[src/pkg/prf_pkg.sv]
/*
  Shared constants and carrier types of the paged register file.
  Assumes a single core clock domain and an 8-bit register address/data bus.
*/
`default_nettype none

package prf_pkg;

  // ----------------------------------------------------------------
  // widths and sizes
  // ----------------------------------------------------------------
  localparam int ADDR_W = 8;
  localparam int DATA_W = 8;
  localparam int GRP_COUNT = 15;       // groups 0..e, all directly addressable but group d
  localparam int GPR_COUNT = 224;      // groups 0..d
  localparam int RF_DEPTH = 240;       // groups 0..e held in local storage
  localparam int NUM_PAGES = 64;
  localparam int PAGE_W = 6;
  localparam int WIDX_W = 4;           // working register index 0..15

  // ----------------------------------------------------------------
  // group codes (upper nibble of a register number)
  // ----------------------------------------------------------------
  localparam logic [3:0] GRP_D = 4'hd;
  localparam logic [3:0] GRP_E = 4'he;
  localparam logic [3:0] GRP_F = 4'hf;

  // ----------------------------------------------------------------
  // system register offsets and reset values
  // ----------------------------------------------------------------
  localparam logic [7:0] OFS_PAGE_SEL = 8'hea;
  localparam logic [7:0] OFS_WPTR0 = 8'he8;
  localparam logic [7:0] OFS_WPTR1 = 8'he9;
  localparam logic [7:0] RST_PAGE_SEL = 8'h00;
  localparam logic [7:0] RST_WPTR = 8'h00;
  localparam logic [7:0] RST_DATA = 8'h00;

  // ----------------------------------------------------------------
  // pointer register field layout
  // ----------------------------------------------------------------
  localparam int PTR_SPLIT_BIT = 2;    // 1: two blocks of 8, 0: one block of 16
  localparam int PTR_BASE16_LSB = 4;
  localparam int PTR_BASE8_LSB = 3;

  // ----------------------------------------------------------------
  // carriers
  // ----------------------------------------------------------------
  typedef struct packed {
    logic valid;
    logic write;
    logic working;                     // 1: addr[3:0] is a working index
    logic [ADDR_W-1:0] addr;
    logic [DATA_W-1:0] wdata;
  } prf_req_t;

  typedef struct packed {
    logic sel;
    logic write;
    logic [PAGE_W-1:0] page;
    logic [3:0] idx;
    logic [DATA_W-1:0] wdata;
  } prf_page_t;

  typedef enum logic [3:0] {
    SRC_ZERO = 4'h1,
    SRC_MEM = 4'h2,
    SRC_PAGE = 4'h4,
    SRC_SYS = 4'h8
  } prf_src_t;

endpackage

`default_nettype wire

[src/rtl/prf_mem.sv]
/*
  Byte storage for groups 0..e, one write and one registered read port.
  Assumes the caller never addresses beyond DEPTH-1; the array has no reset.
*/
`default_nettype none

module prf_mem
  import prf_pkg::*;
#(
  parameter int DEPTH = RF_DEPTH,
  parameter int AW = ADDR_W,
  parameter int DW = DATA_W
) (
  input wire logic clk_in,
  input wire logic reset_in,
  input wire logic we_in,
  input wire logic [AW-1:0] waddr_in,
  input wire logic [DW-1:0] wdata_in,
  input wire logic re_in,
  input wire logic [AW-1:0] raddr_in,
  output logic [DW-1:0] rdata_out
);

  logic [DW-1:0] mem_q [DEPTH];
  logic [DW-1:0] rdata_q;

  // ----------------------------------------------------------------
  // storage, left uninitialised so it maps onto plain ram cells
  // ----------------------------------------------------------------
  always_ff @(posedge clk_in) begin
    if (we_in) begin
      mem_q[waddr_in] <= wdata_in;
    end
  end

  // read data held in a flop so the output is glitch free
  always_ff @(posedge clk_in or posedge reset_in) begin
    if (reset_in) begin
      rdata_q <= '0;
    end else if (re_in) begin
      rdata_q <= mem_q[raddr_in];
    end
  end

  assign rdata_out = rdata_q;

endmodule

`default_nettype wire

[src/rtl/prf_top.sv]
/*
  Paged register file: 224 general bytes, system group e, group f window
  onto one of 64 peripheral pages, working register relocation.
  Assumes the core issues at most one request per clock on req_in and that
  peripherals answer a page read combinationally in the same cycle.
*/
`default_nettype none

// Function
// - 240 byte registers in 15 groups, all but group d direct, plus a 16-byte paged group f.
// - groups 0 to d give 224 general purpose storage bytes.
// - group e system registers reachable by direct and working references.
// - group f accesses go to the page chosen by the page select register.
// - page selection stays until rewritten; consecutive page accesses need no rewrite.
// - only implemented pages respond, each always at the same page and slot.
// - group d only through working references; direct group d access is refused.
// - a direct reference is a plain 8-bit register number.
// - working operands give a 4-bit index resolved through pointer registers.
// - working set is one block of 16 or two blocks of 8.
// - core reaches the file over separate 8-bit address and data buses.

module prf_top
  import prf_pkg::*;
#(
  parameter logic [NUM_PAGES-1:0] PAGE_PRESENT = {NUM_PAGES{1'b1}}
) (
  input wire logic clk_in,
  input wire logic reset_in,
  input wire prf_req_t req_in,
  output logic [DATA_W-1:0] rdata_out,
  output logic rvalid_out,
  output logic refused_out,
  output prf_page_t page_out,
  input wire logic [DATA_W-1:0] page_rdata_in
);

  // ----------------------------------------------------------------
  // decode helpers
  // ----------------------------------------------------------------
  function automatic logic [3:0] grp_of(input logic [ADDR_W-1:0] a);
    grp_of = a[ADDR_W-1:ADDR_W-4];
  endfunction

  logic [DATA_W-1:0] page_sel_q;
  logic [DATA_W-1:0] wptr0_q;
  logic [DATA_W-1:0] wptr1_q;
  logic [ADDR_W-1:0] eff_addr;
  logic [WIDX_W-1:0] widx;
  logic refuse;
  logic to_page;
  logic page_ok;
  logic to_mem;
  logic is_sys;
  logic mem_we;
  logic mem_re;
  logic [DATA_W-1:0] mem_rdata;
  logic [DATA_W-1:0] sys_rdata;
  logic [DATA_W-1:0] page_rd_q;
  logic [DATA_W-1:0] sys_rd_q;
  prf_src_t src_d;
  prf_src_t src_q;
  logic rvalid_q;
  logic refused_q;

  // ----------------------------------------------------------------
  // address resolution
  // ----------------------------------------------------------------
  // working index resolution
  always_comb begin
    widx = req_in.addr[WIDX_W-1:0];
    if (!req_in.working) begin
      eff_addr = req_in.addr;
    end else if (!wptr0_q[PTR_SPLIT_BIT]) begin
      eff_addr = {wptr0_q[DATA_W-1:PTR_BASE16_LSB], widx};
    end else if (!widx[WIDX_W-1]) begin
      eff_addr = {wptr0_q[DATA_W-1:PTR_BASE8_LSB], widx[2:0]};
    end else begin
      eff_addr = {wptr1_q[DATA_W-1:PTR_BASE8_LSB], widx[2:0]};
    end
  end

  assign refuse = req_in.valid && !req_in.working && (grp_of(req_in.addr) == GRP_D);
  assign to_page = req_in.valid && !refuse && (grp_of(eff_addr) == GRP_F);
  assign page_ok = PAGE_PRESENT[page_sel_q[PAGE_W-1:0]];
  assign to_mem = req_in.valid && !refuse && (grp_of(eff_addr) != GRP_F);
  // pointer and page registers read from their flops
  assign is_sys = (eff_addr == OFS_PAGE_SEL) || (eff_addr == OFS_WPTR0)
                  || (eff_addr == OFS_WPTR1);
  assign mem_we = to_mem && req_in.write;
  assign mem_re = to_mem && !req_in.write;

  // ----------------------------------------------------------------
  // peripheral page port
  // ----------------------------------------------------------------
  // the page number is taken from the held selector, never from the request
  always_comb begin
    page_out.sel = to_page && page_ok;
    page_out.write = req_in.write;
    page_out.page = page_sel_q[PAGE_W-1:0];
    page_out.idx = eff_addr[3:0];
    page_out.wdata = req_in.wdata;
  end

  // ----------------------------------------------------------------
  // system registers that steer the block
  // ----------------------------------------------------------------
  // page select persists
  always_ff @(posedge clk_in or posedge reset_in) begin
    if (reset_in) begin
      page_sel_q <= RST_PAGE_SEL;
    end else if (mem_we && (eff_addr == OFS_PAGE_SEL)) begin
      page_sel_q <= req_in.wdata;
    end
  end

  // pointer registers; a new pointer applies to the very next request
  always_ff @(posedge clk_in or posedge reset_in) begin
    if (reset_in) begin
      wptr0_q <= RST_WPTR;
      wptr1_q <= RST_WPTR;
    end else begin
      if (mem_we && (eff_addr == OFS_WPTR0)) begin
        wptr0_q <= req_in.wdata;
      end
      if (mem_we && (eff_addr == OFS_WPTR1)) begin
        wptr1_q <= req_in.wdata;
      end
    end
  end

  always_comb begin
    case (eff_addr)
      OFS_PAGE_SEL: sys_rdata = page_sel_q;
      OFS_WPTR0: sys_rdata = wptr0_q;
      default: sys_rdata = wptr1_q;
    endcase
  end

  // ----------------------------------------------------------------
  // storage for groups 0..e
  // ----------------------------------------------------------------
  // general purpose storage
  prf_mem #(
    .DEPTH(RF_DEPTH),
    .AW(ADDR_W),
    .DW(DATA_W)
  ) u_mem (
    .clk_in(clk_in),
    .reset_in(reset_in),
    .we_in(mem_we),
    .waddr_in(eff_addr),
    .wdata_in(req_in.wdata),
    .re_in(mem_re),
    .raddr_in(eff_addr),
    .rdata_out(mem_rdata)
  );

  // ----------------------------------------------------------------
  // response path
  // ----------------------------------------------------------------
  // pick where the answer of this request will come from
  always_comb begin
    if (!req_in.valid || req_in.write || refuse) begin
      src_d = SRC_ZERO;
    end else if (to_page) begin
      src_d = page_ok ? SRC_PAGE : SRC_ZERO;
    end else if (is_sys) begin
      src_d = SRC_SYS;
    end else begin
      src_d = SRC_MEM;
    end
  end

  always_ff @(posedge clk_in or posedge reset_in) begin
    if (reset_in) begin
      src_q <= SRC_ZERO;
    end else begin
      src_q <= src_d;
    end
  end

  // capture side data so every answer leaves from a flop
  always_ff @(posedge clk_in or posedge reset_in) begin
    if (reset_in) begin
      page_rd_q <= RST_DATA;
      sys_rd_q <= RST_DATA;
    end else begin
      if (src_d == SRC_PAGE) begin
        page_rd_q <= page_rdata_in;
      end
      if (src_d == SRC_SYS) begin
        sys_rd_q <= sys_rdata;
      end
    end
  end

  // one answer per request, one cycle later
  always_ff @(posedge clk_in or posedge reset_in) begin
    if (reset_in) begin
      rvalid_q <= 1'b0;
      refused_q <= 1'b0;
    end else begin
      rvalid_q <= req_in.valid;
      refused_q <= refuse;
    end
  end

  always_comb begin
    case (src_q)
      SRC_MEM: rdata_out = mem_rdata;
      SRC_PAGE: rdata_out = page_rd_q;
      SRC_SYS: rdata_out = sys_rd_q;
      default: rdata_out = RST_DATA;
    endcase
  end

  assign rvalid_out = rvalid_q;
  assign refused_out = refused_q;
endmodule

`default_nettype wire

[config.mk]
export PLATFORM = sky130hd
export DESIGN_NAME = prf_top
export DESIGN_NICKNAME = d
export VERILOG_FILES = /design/src/pkg/prf_pkg.sv /design/src/rtl/prf_mem.sv /design/src/rtl/prf_top.sv
export SDC_FILE = /design/constraint.sdc
export NUM_CORES = 2
export LEC_CHECK = 0
export CORE_MARGIN = 5
export CORE_UTILIZATION = 30
export CTS_CLUSTER_SIZE = 20
export DETAILED_ROUTE_END_ITERATION = 10
export DONT_BUFFER_PORTS = 1
export PLACE_DENSITY = 0.55
export SKIP_LAST_GASP = 1
export SLEW_MARGIN = 20
export SYNTH_ARGS = -nofsm -noshare
export SYNTH_HDL_FRONTEND = slang
export SYNTH_SLANG_ARGS = --single-unit
[constraint.sdc]
create_clock -name clk_in -period 5 [get_ports clk_in]
set_input_delay 0.25 -clock clk_in [delete_from_list [all_inputs] [get_ports clk_in]]
set_output_delay 0.25 -clock clk_in [all_outputs]
set_load 0.05 [all_outputs]
# --- Yosys cells after proc, flatten, opt, wreduce, memory -nomap -nowiden ---
# Memory sizes are Yosys's and may differ from the RTL's. A register that Yosys moved wholly into a read port is not among the register bits.
# Cells that the tools add are included.
classes:
  mux: 12
  n_lt_le_gt_ge: 1
  reduce_logical: 19
  n_eq_ne: 11
op_table:
  columns: ["operator", "n"]
  rows:
  - ["8-bit == test (second input constant)", 3]
  - ["8-bit 2-to-1 mux", 3]
  - ["8-bit case mux with 3 select lines", 1]
  - ["4-bit == test (second input constant)", 4]
  - ["8-bit case mux with 2 select lines", 1]
  - ["4-bit 2-to-1 mux", 3]
  - ["1-bit logical AND", 11]
  - ["4-bit by 3-bit == test with 1-bit output (second input constant)", 2]
  - ["6-bit by 7-bit < comparator with 1-bit output (second input constant)", 1]
  - ["4-bit by 2-bit == test with 1-bit output (second input constant)", 1]
  - ["1-bit logical NOT", 4]
  - ["1-bit logical OR", 4]
  - ["4-bit inequality test (second input constant)", 1]
  - ["1-bit 2-to-1 mux", 3]
  - ["3-bit 2-to-1 mux", 1]
word_totals:
  ff_bits: 46
  out_inout_bits: 30
  inputBits: 29
  mem_bits_ro: 64
  wordCells: 53
  ram_bits: 1920
  mem_count: 2
mem_list:
  columns: ["name", "words", "width", "read_ports", "rd_clocked_by_memory_dff", "write_ports", "line", "rtl"]
  rows:
  - ["u_mem.mem_q", 240, 8, 1, 1, 1, "prf_mem.sv:24", "logic [DW-1:0] mem_q [DEPTH];"]
  - ["(no name shown)", 64, 1, 1, 0, 0, "prf_top.sv:84", "assign page_ok = PAGE_PRESENT[page_sel_q[PAGE_W-1:0]];"]

# --- Logic depth before layout (Yosys ltp) ---
logic_depth:
  depth_word: 10
  depth_mapped: 10
  depth_no_buf: 7

# --- By module ---
# From an unflattened synthesis, not the netlist that was laid out.
hier_totals:
  hier_cells: 3838
  area_unflattened_um2: 78340.1
by_module_without_submodules:
  columns: ["mod", "n_inst", "area_per_inst_um2", "seq_area_each_um2", "cells_each"]
  rows:
  - ["prf_mem", 1, 75877.8, 57855.5, 3635]
  - ["prf_top", 1, 2462.4, 1152.4, 203]

# --- Worst setup path after synthesis ---
# No wires, ideal clock.
synth_path:
  path_type: "register to register"
  from: "register wptr0_q[2]"
  to: "memory u_mem.mem_q[160][0] (netlist bit) (enable)"
  stages_incl_launch_ff: 9
  slack_ps: 2078
  n_path_buf: 3
  arrival_time_ps: 2551
  setup_ps: 370
  required_ps: 4630
  synth_period_minus_slack_ps: 2922
  path_cell_list: "dfrtp_1 buf_2 a21bo_2 a31o_2 buf_2 nor4_2 nand2_1 buf_2 nor2_1"
synth_via:
  elab_chain_len: 7
synth_lines:
  columns: ["element", "line", "rtl"]
  rows:
  - ["start: declaration", "prf_top.sv:45", "logic [DATA_W-1:0] wptr0_q;"]
  - ["start signal: assignment", "prf_top.sv:123", "wptr0_q <= req_in.wdata;"]
  - ["8-bit 2-to-1 mux *", "prf_top.sv:73", "end else if (!wptr0_q[PTR_SPLIT_BIT]) begin"]
  - ["8-bit 2-to-1 mux *", "prf_top.sv:71", "if (!req_in.working) begin"]
  - ["4-bit inequality test", "prf_top.sv:85", "assign to_mem = req_in.valid && !refuse && (grp_of(eff_addr) != GRP_F);"]
  - ["1-bit logical AND", "prf_top.sv:85", null]
  - ["1-bit logical AND", "prf_top.sv:89", "assign mem_we = to_mem && req_in.write;"]
  - ["1-bit 2-to-1 mux", "prf_mem.sv:31", "if (we_in) begin"]
  - ["1-bit 2-to-1 mux (implied by the code)", "prf_mem.sv:32", "mem_q[waddr_in] <= wdata_in;"]
  - ["end: declaration", "prf_mem.sv:24", null]
# Mark *: on every way between the ends. The rest lies on a longest branch, timed or not.

# --- Final worst setup path ---
layout_path:
  from: "register wptr0_q[2]"
  to: "memory u_mem.mem_q[13][1] (netlist bit) (enable)"
# The elaborated chain is that of the path after synthesis.

==> flow_metrics.tcl <==
set metrics [dict create \
    commonest_register_cell_after_synthesis "edfxtp_1" \
    clock-root-buffer "clkbuf_16" \
    dr.pass1.iters 6 \
    total_setup_buffers_inserted_after_cts 0 \
    viasPerCell 5.01 \
    dr.first_iter.drc_count 3529 \
    port-buffer-count 0 \
    synth_compound_gate_area_share_pct 1.09 \
    ff2ff_setup_slack_ps 1110 \
    floorplan.die.height_um 515 \
    placed_area_um2 80300 \
    clkTransAtPathRegs_ps 60 \
    number_of_i_o_pins 59 \
    crit_path_max_fanout 16 \
    seq_area_frac_synth_pct 77.1 \
    number_of_cts_inserted_buffers 195 \
    grt_pass1_vias 35900 \
    drt.antenna.violating_nets 0 \
    worst_hold_path_type "in -> async" \
    layout.filler_cells 23200 \
    gpl.final_weighted_congestion 0.788 \
    final.setup.tns_ps 0 \
    area_growth_pct 14.5 \
    syn-mean-instance-area_um2 23.1 \
    fraction_of_synthesized_area_in_multiplexers_pct 18.1 \
    netlist_instances 3310 \
    final_min_period_over_clock_period_pct 77.8 \
    max-cap-violations 0 \
    die_outline_width_um 515 \
    post_synth_and_or_nand_nor_area_fraction_pct 2.29 \
    run_status "finished with violations" \
    grt_pass1_wl_mm 272 \
    critical_setup_path_class "reg -> reg" \
    critPathRequiredTime_ps 5450 \
    floorplan.rows 185 \
    synthAdderAreaFrac_pct 0 \
    grt.total_usage_pct 14.1 \
    fin_area_um2 87700 \
    cts_tree "yes" \
    multi_input_comb_area_um2 16600 \
    insertion_delay_ps 840 \
    cts.path.max_buffers 3 \
    setup.worst_path.end_class "flip-flop" \
    slew_violations 180 \
    synth_top_family_by_area "multiplexers" \
    power_density_nw_per_um2 394 \
    grt_setup_unrepaired "no" \
    initial_core_utilization_pct 30.1 \
    crit-reg2reg-launch "wptr0_q[2]$_DFFE_PP0P_" \
    vdd_drop_max_uv 374 \
    drt_wl_total_mm 190 \
    grt.overflow.total 0 \
    yosysWarningCount 0 \
    critical_path.startpoint "wptr0_q[2]$_DFFE_PP0P_" \
    fin_worst_skew_ps 55.7 \
    violations_in_the_final_reports "max-slew violations" \
    power_leakage_uw 0.0264 \
    maxClockFrequency_ghz 0.257 \
    drt_drc_violations_left 0 \
    die_area_um2 265000 \
    nNetsFinal 3444 \
    routed_wire_per_std_cell_um 27.3 \
    r2r.worst_path.cells 5 \
    synth-xor-area-share_pct 0 \
    finalWorstPathRequiredPeriod_ps 3890 \
    h_tree_depth 4 \
    mappedNetlistArea_um2 76500 \
    yosys.cell_types.count 44 \
    grt_max_degree 494 \
    regArea_um2 59000 \
    dp_hpwl_mm 103 \
    core-area_um2 254000 \
    critical_path.startpoint_type "flip-flop" \
    hold_viol_final 0 \
    maxSlewHeadroom_pct -31.4 \
    initial_antenna_violation_count 10 \
    dr_total_vias 34900 \
    async_flop_share_pct 2.74 \
    flip_flop_and_latch_count_after_synthesis 1974 \
    count_of_flip_flops_with_a_built_in_enable_after_synthesis 1920 \
    report.power.total_uw 34600 \
    setup_viol_count_final 0 \
    tritoncts_num_sinks 1974 \
    timing_worst_slew_pin_value_ps 1970 \
    fraction_of_final_layout_cells_sized_beyond_drive_strength_1_pct 29.1 \
    critPathArrivalTime_ps 4350 \
    reg2reg_to "u_mem.mem_q[13][1]$_DFFE_PP_" \
    synth.net_count 3339 \
]
stage by stage:
| step | hold slack (ps) | setup slack, ps | cells | util (%) |
|---|---|---|---|---|
| global placement | 282 | 888 | 6532 | 31.6 |
| finish | 95.1 | 1110 | 6957 | 34.5 |
| CTS | 4.40 | 1080 | 6921 | 34.3 |
| floorplan | 281 | 2080 | 3310 | - |
| global route | 89.4 | 969 | 6941 | 34.5 |
| detailed placement | 282 | 1120 | 6532 | 31.6 |
how the worst max path moves through the flow:
stage | to | depth (start not counted)
floorplan | u_mem.mem_q[160][0]$_DFFE_PP_ | 8
detailed placement | u_mem.mem_q[113][5]$_DFFE_PP_ | 5
global route | u_mem.mem_q[8][4]$_DFFE_PP_ | 5
finish | u_mem.mem_q[13][1]$_DFFE_PP_ | 5
CTS | u_mem.mem_q[113][5]$_DFFE_PP_ | 5
global placement | u_mem.mem_q[134][0]$_DFFE_PP_ | 6
cells in the final DEF, fill, tap and decap left out, types with 4 or more instances in the layout:
| cell | n |
|---|---|
| clkbuf_8 | 7 |
| dlygate4sd3_1 | 31 |
| nor4_2 | 11 |
| nand4_1 | 10 |
| nand3_2 | 5 |
| nor2_1 | 249 |
| clkbuf_1 | 42 |
| nand2_2 | 8 |
| nor4_4 | 4 |
| inv_1 | 17 |
| clkinv_16 | 5 |
| clkinv_1 | 37 |
| a22oi_1 | 56 |
| diode_2 | 16 |
| edfxtp_1 | 1920 |
| nand3_1 | 15 |
| o21ai_0 | 8 |
| bufinv_16 | 18 |
| a221o_1 | 8 |
| nor3_1 | 10 |
| clkbuf_16 | 197 |
| inv_16 | 4 |
| clkinvlp_4 | 5 |
| nand2_1 | 39 |
| o32a_1 | 8 |
| a222oi_1 | 8 |
| buf_4 | 55 |
| or3_1 | 4 |
| mux4_2 | 600 |
| buf_16 | 21 |
| a31o_2 | 4 |
| mux2_2 | 32 |
| a21bo_2 | 4 |
| clkinv_2 | 36 |
| dfrtp_1 | 53 |
worst max-delay path, stage by stage (launching register included):
cell and delay, ps:
dfrtp_1 550, a21bo_2 210, a31oi_2 330, nor4_4 860, nand2_1 670, nor2_1 870
cell usage after synthesis, drive strengths merged, types with 3 or more instances:
library cell,instances,area (um2)
nand3b,3,22.5
nand3,21,105
a22oi,56,420
nand2,47,189
a31oi,5,37.5
nor3,12,82.6
o21ai,9,45.0
or3,4,25.0
clkbuf,91,342
nor4b,3,26.3
nor4,15,196
a222oi,8,80.1
nand4,11,75.1
mux4,600,13500
a21bo,4,40.0
a221o,8,80.1
and2,3,18.8
nor2,252,956
mux2,32,360
dfrtp,53,1330
edfxtp,1920,57700
buf,111,644
a31o,4,35.0
inv,19,71.3
o32a,8,80.1
layout make-up:
cell class	count	area share [%]
Antenna cell	16	0.0457
Clock buffer	246	5.91
Clock inverter	111	1.37
Inverter	19	0.0814
Multi-Input combinational cell	1115	18.9
Sequential cell	1974	67.3
Tap cell	3366	4.80
Timing Repair Buffer	110	1.55
cells by family (layout without fill, tap and decap cells):
kind of cell    count (synthesis)  after routing
compound gates                104            104
buf+inv                       221            486
flops                        1974           1974
mux                           632            632
other cells                     0             16
simple gates                  379            379
where the power goes:
part | switching (uW) | total (uW) | internal [uW]
Sequential | 93.3 | 18300 | 18200
Combinational | 964 | 1680 | 719
Clock | 6280 | 14600 | 8310
Total | 7330 | 34600 | 27200
flip-flops by register name (all words and copies together), names as in the netlist:
signal / count
u_mem.mem_q: 1920
page_rd_q: 8
page_sel_q: 8
sys_rd_q: 8
u_mem.rdata_out: 8
wptr0_q: 8
wptr1_q: 8
src_q: 4
refused_out: 1
rvalid_out: 1
per-layer routing:
metal	track usage, %	up-vias	share of wire (%)
met3	2.60	268	5.8
met1	19.2	19200	42
met5	0	-	0
li1	-	14300	-
met2	23.2	1109	49
met4	4.12	0	2.9
repair_timing:
item,CTS,global route
resized for setup,0,0
hold buffers,32,7
endpoints found under the hold margin,2019,521
Note: power is estimated with default switching activity, not from simulation.
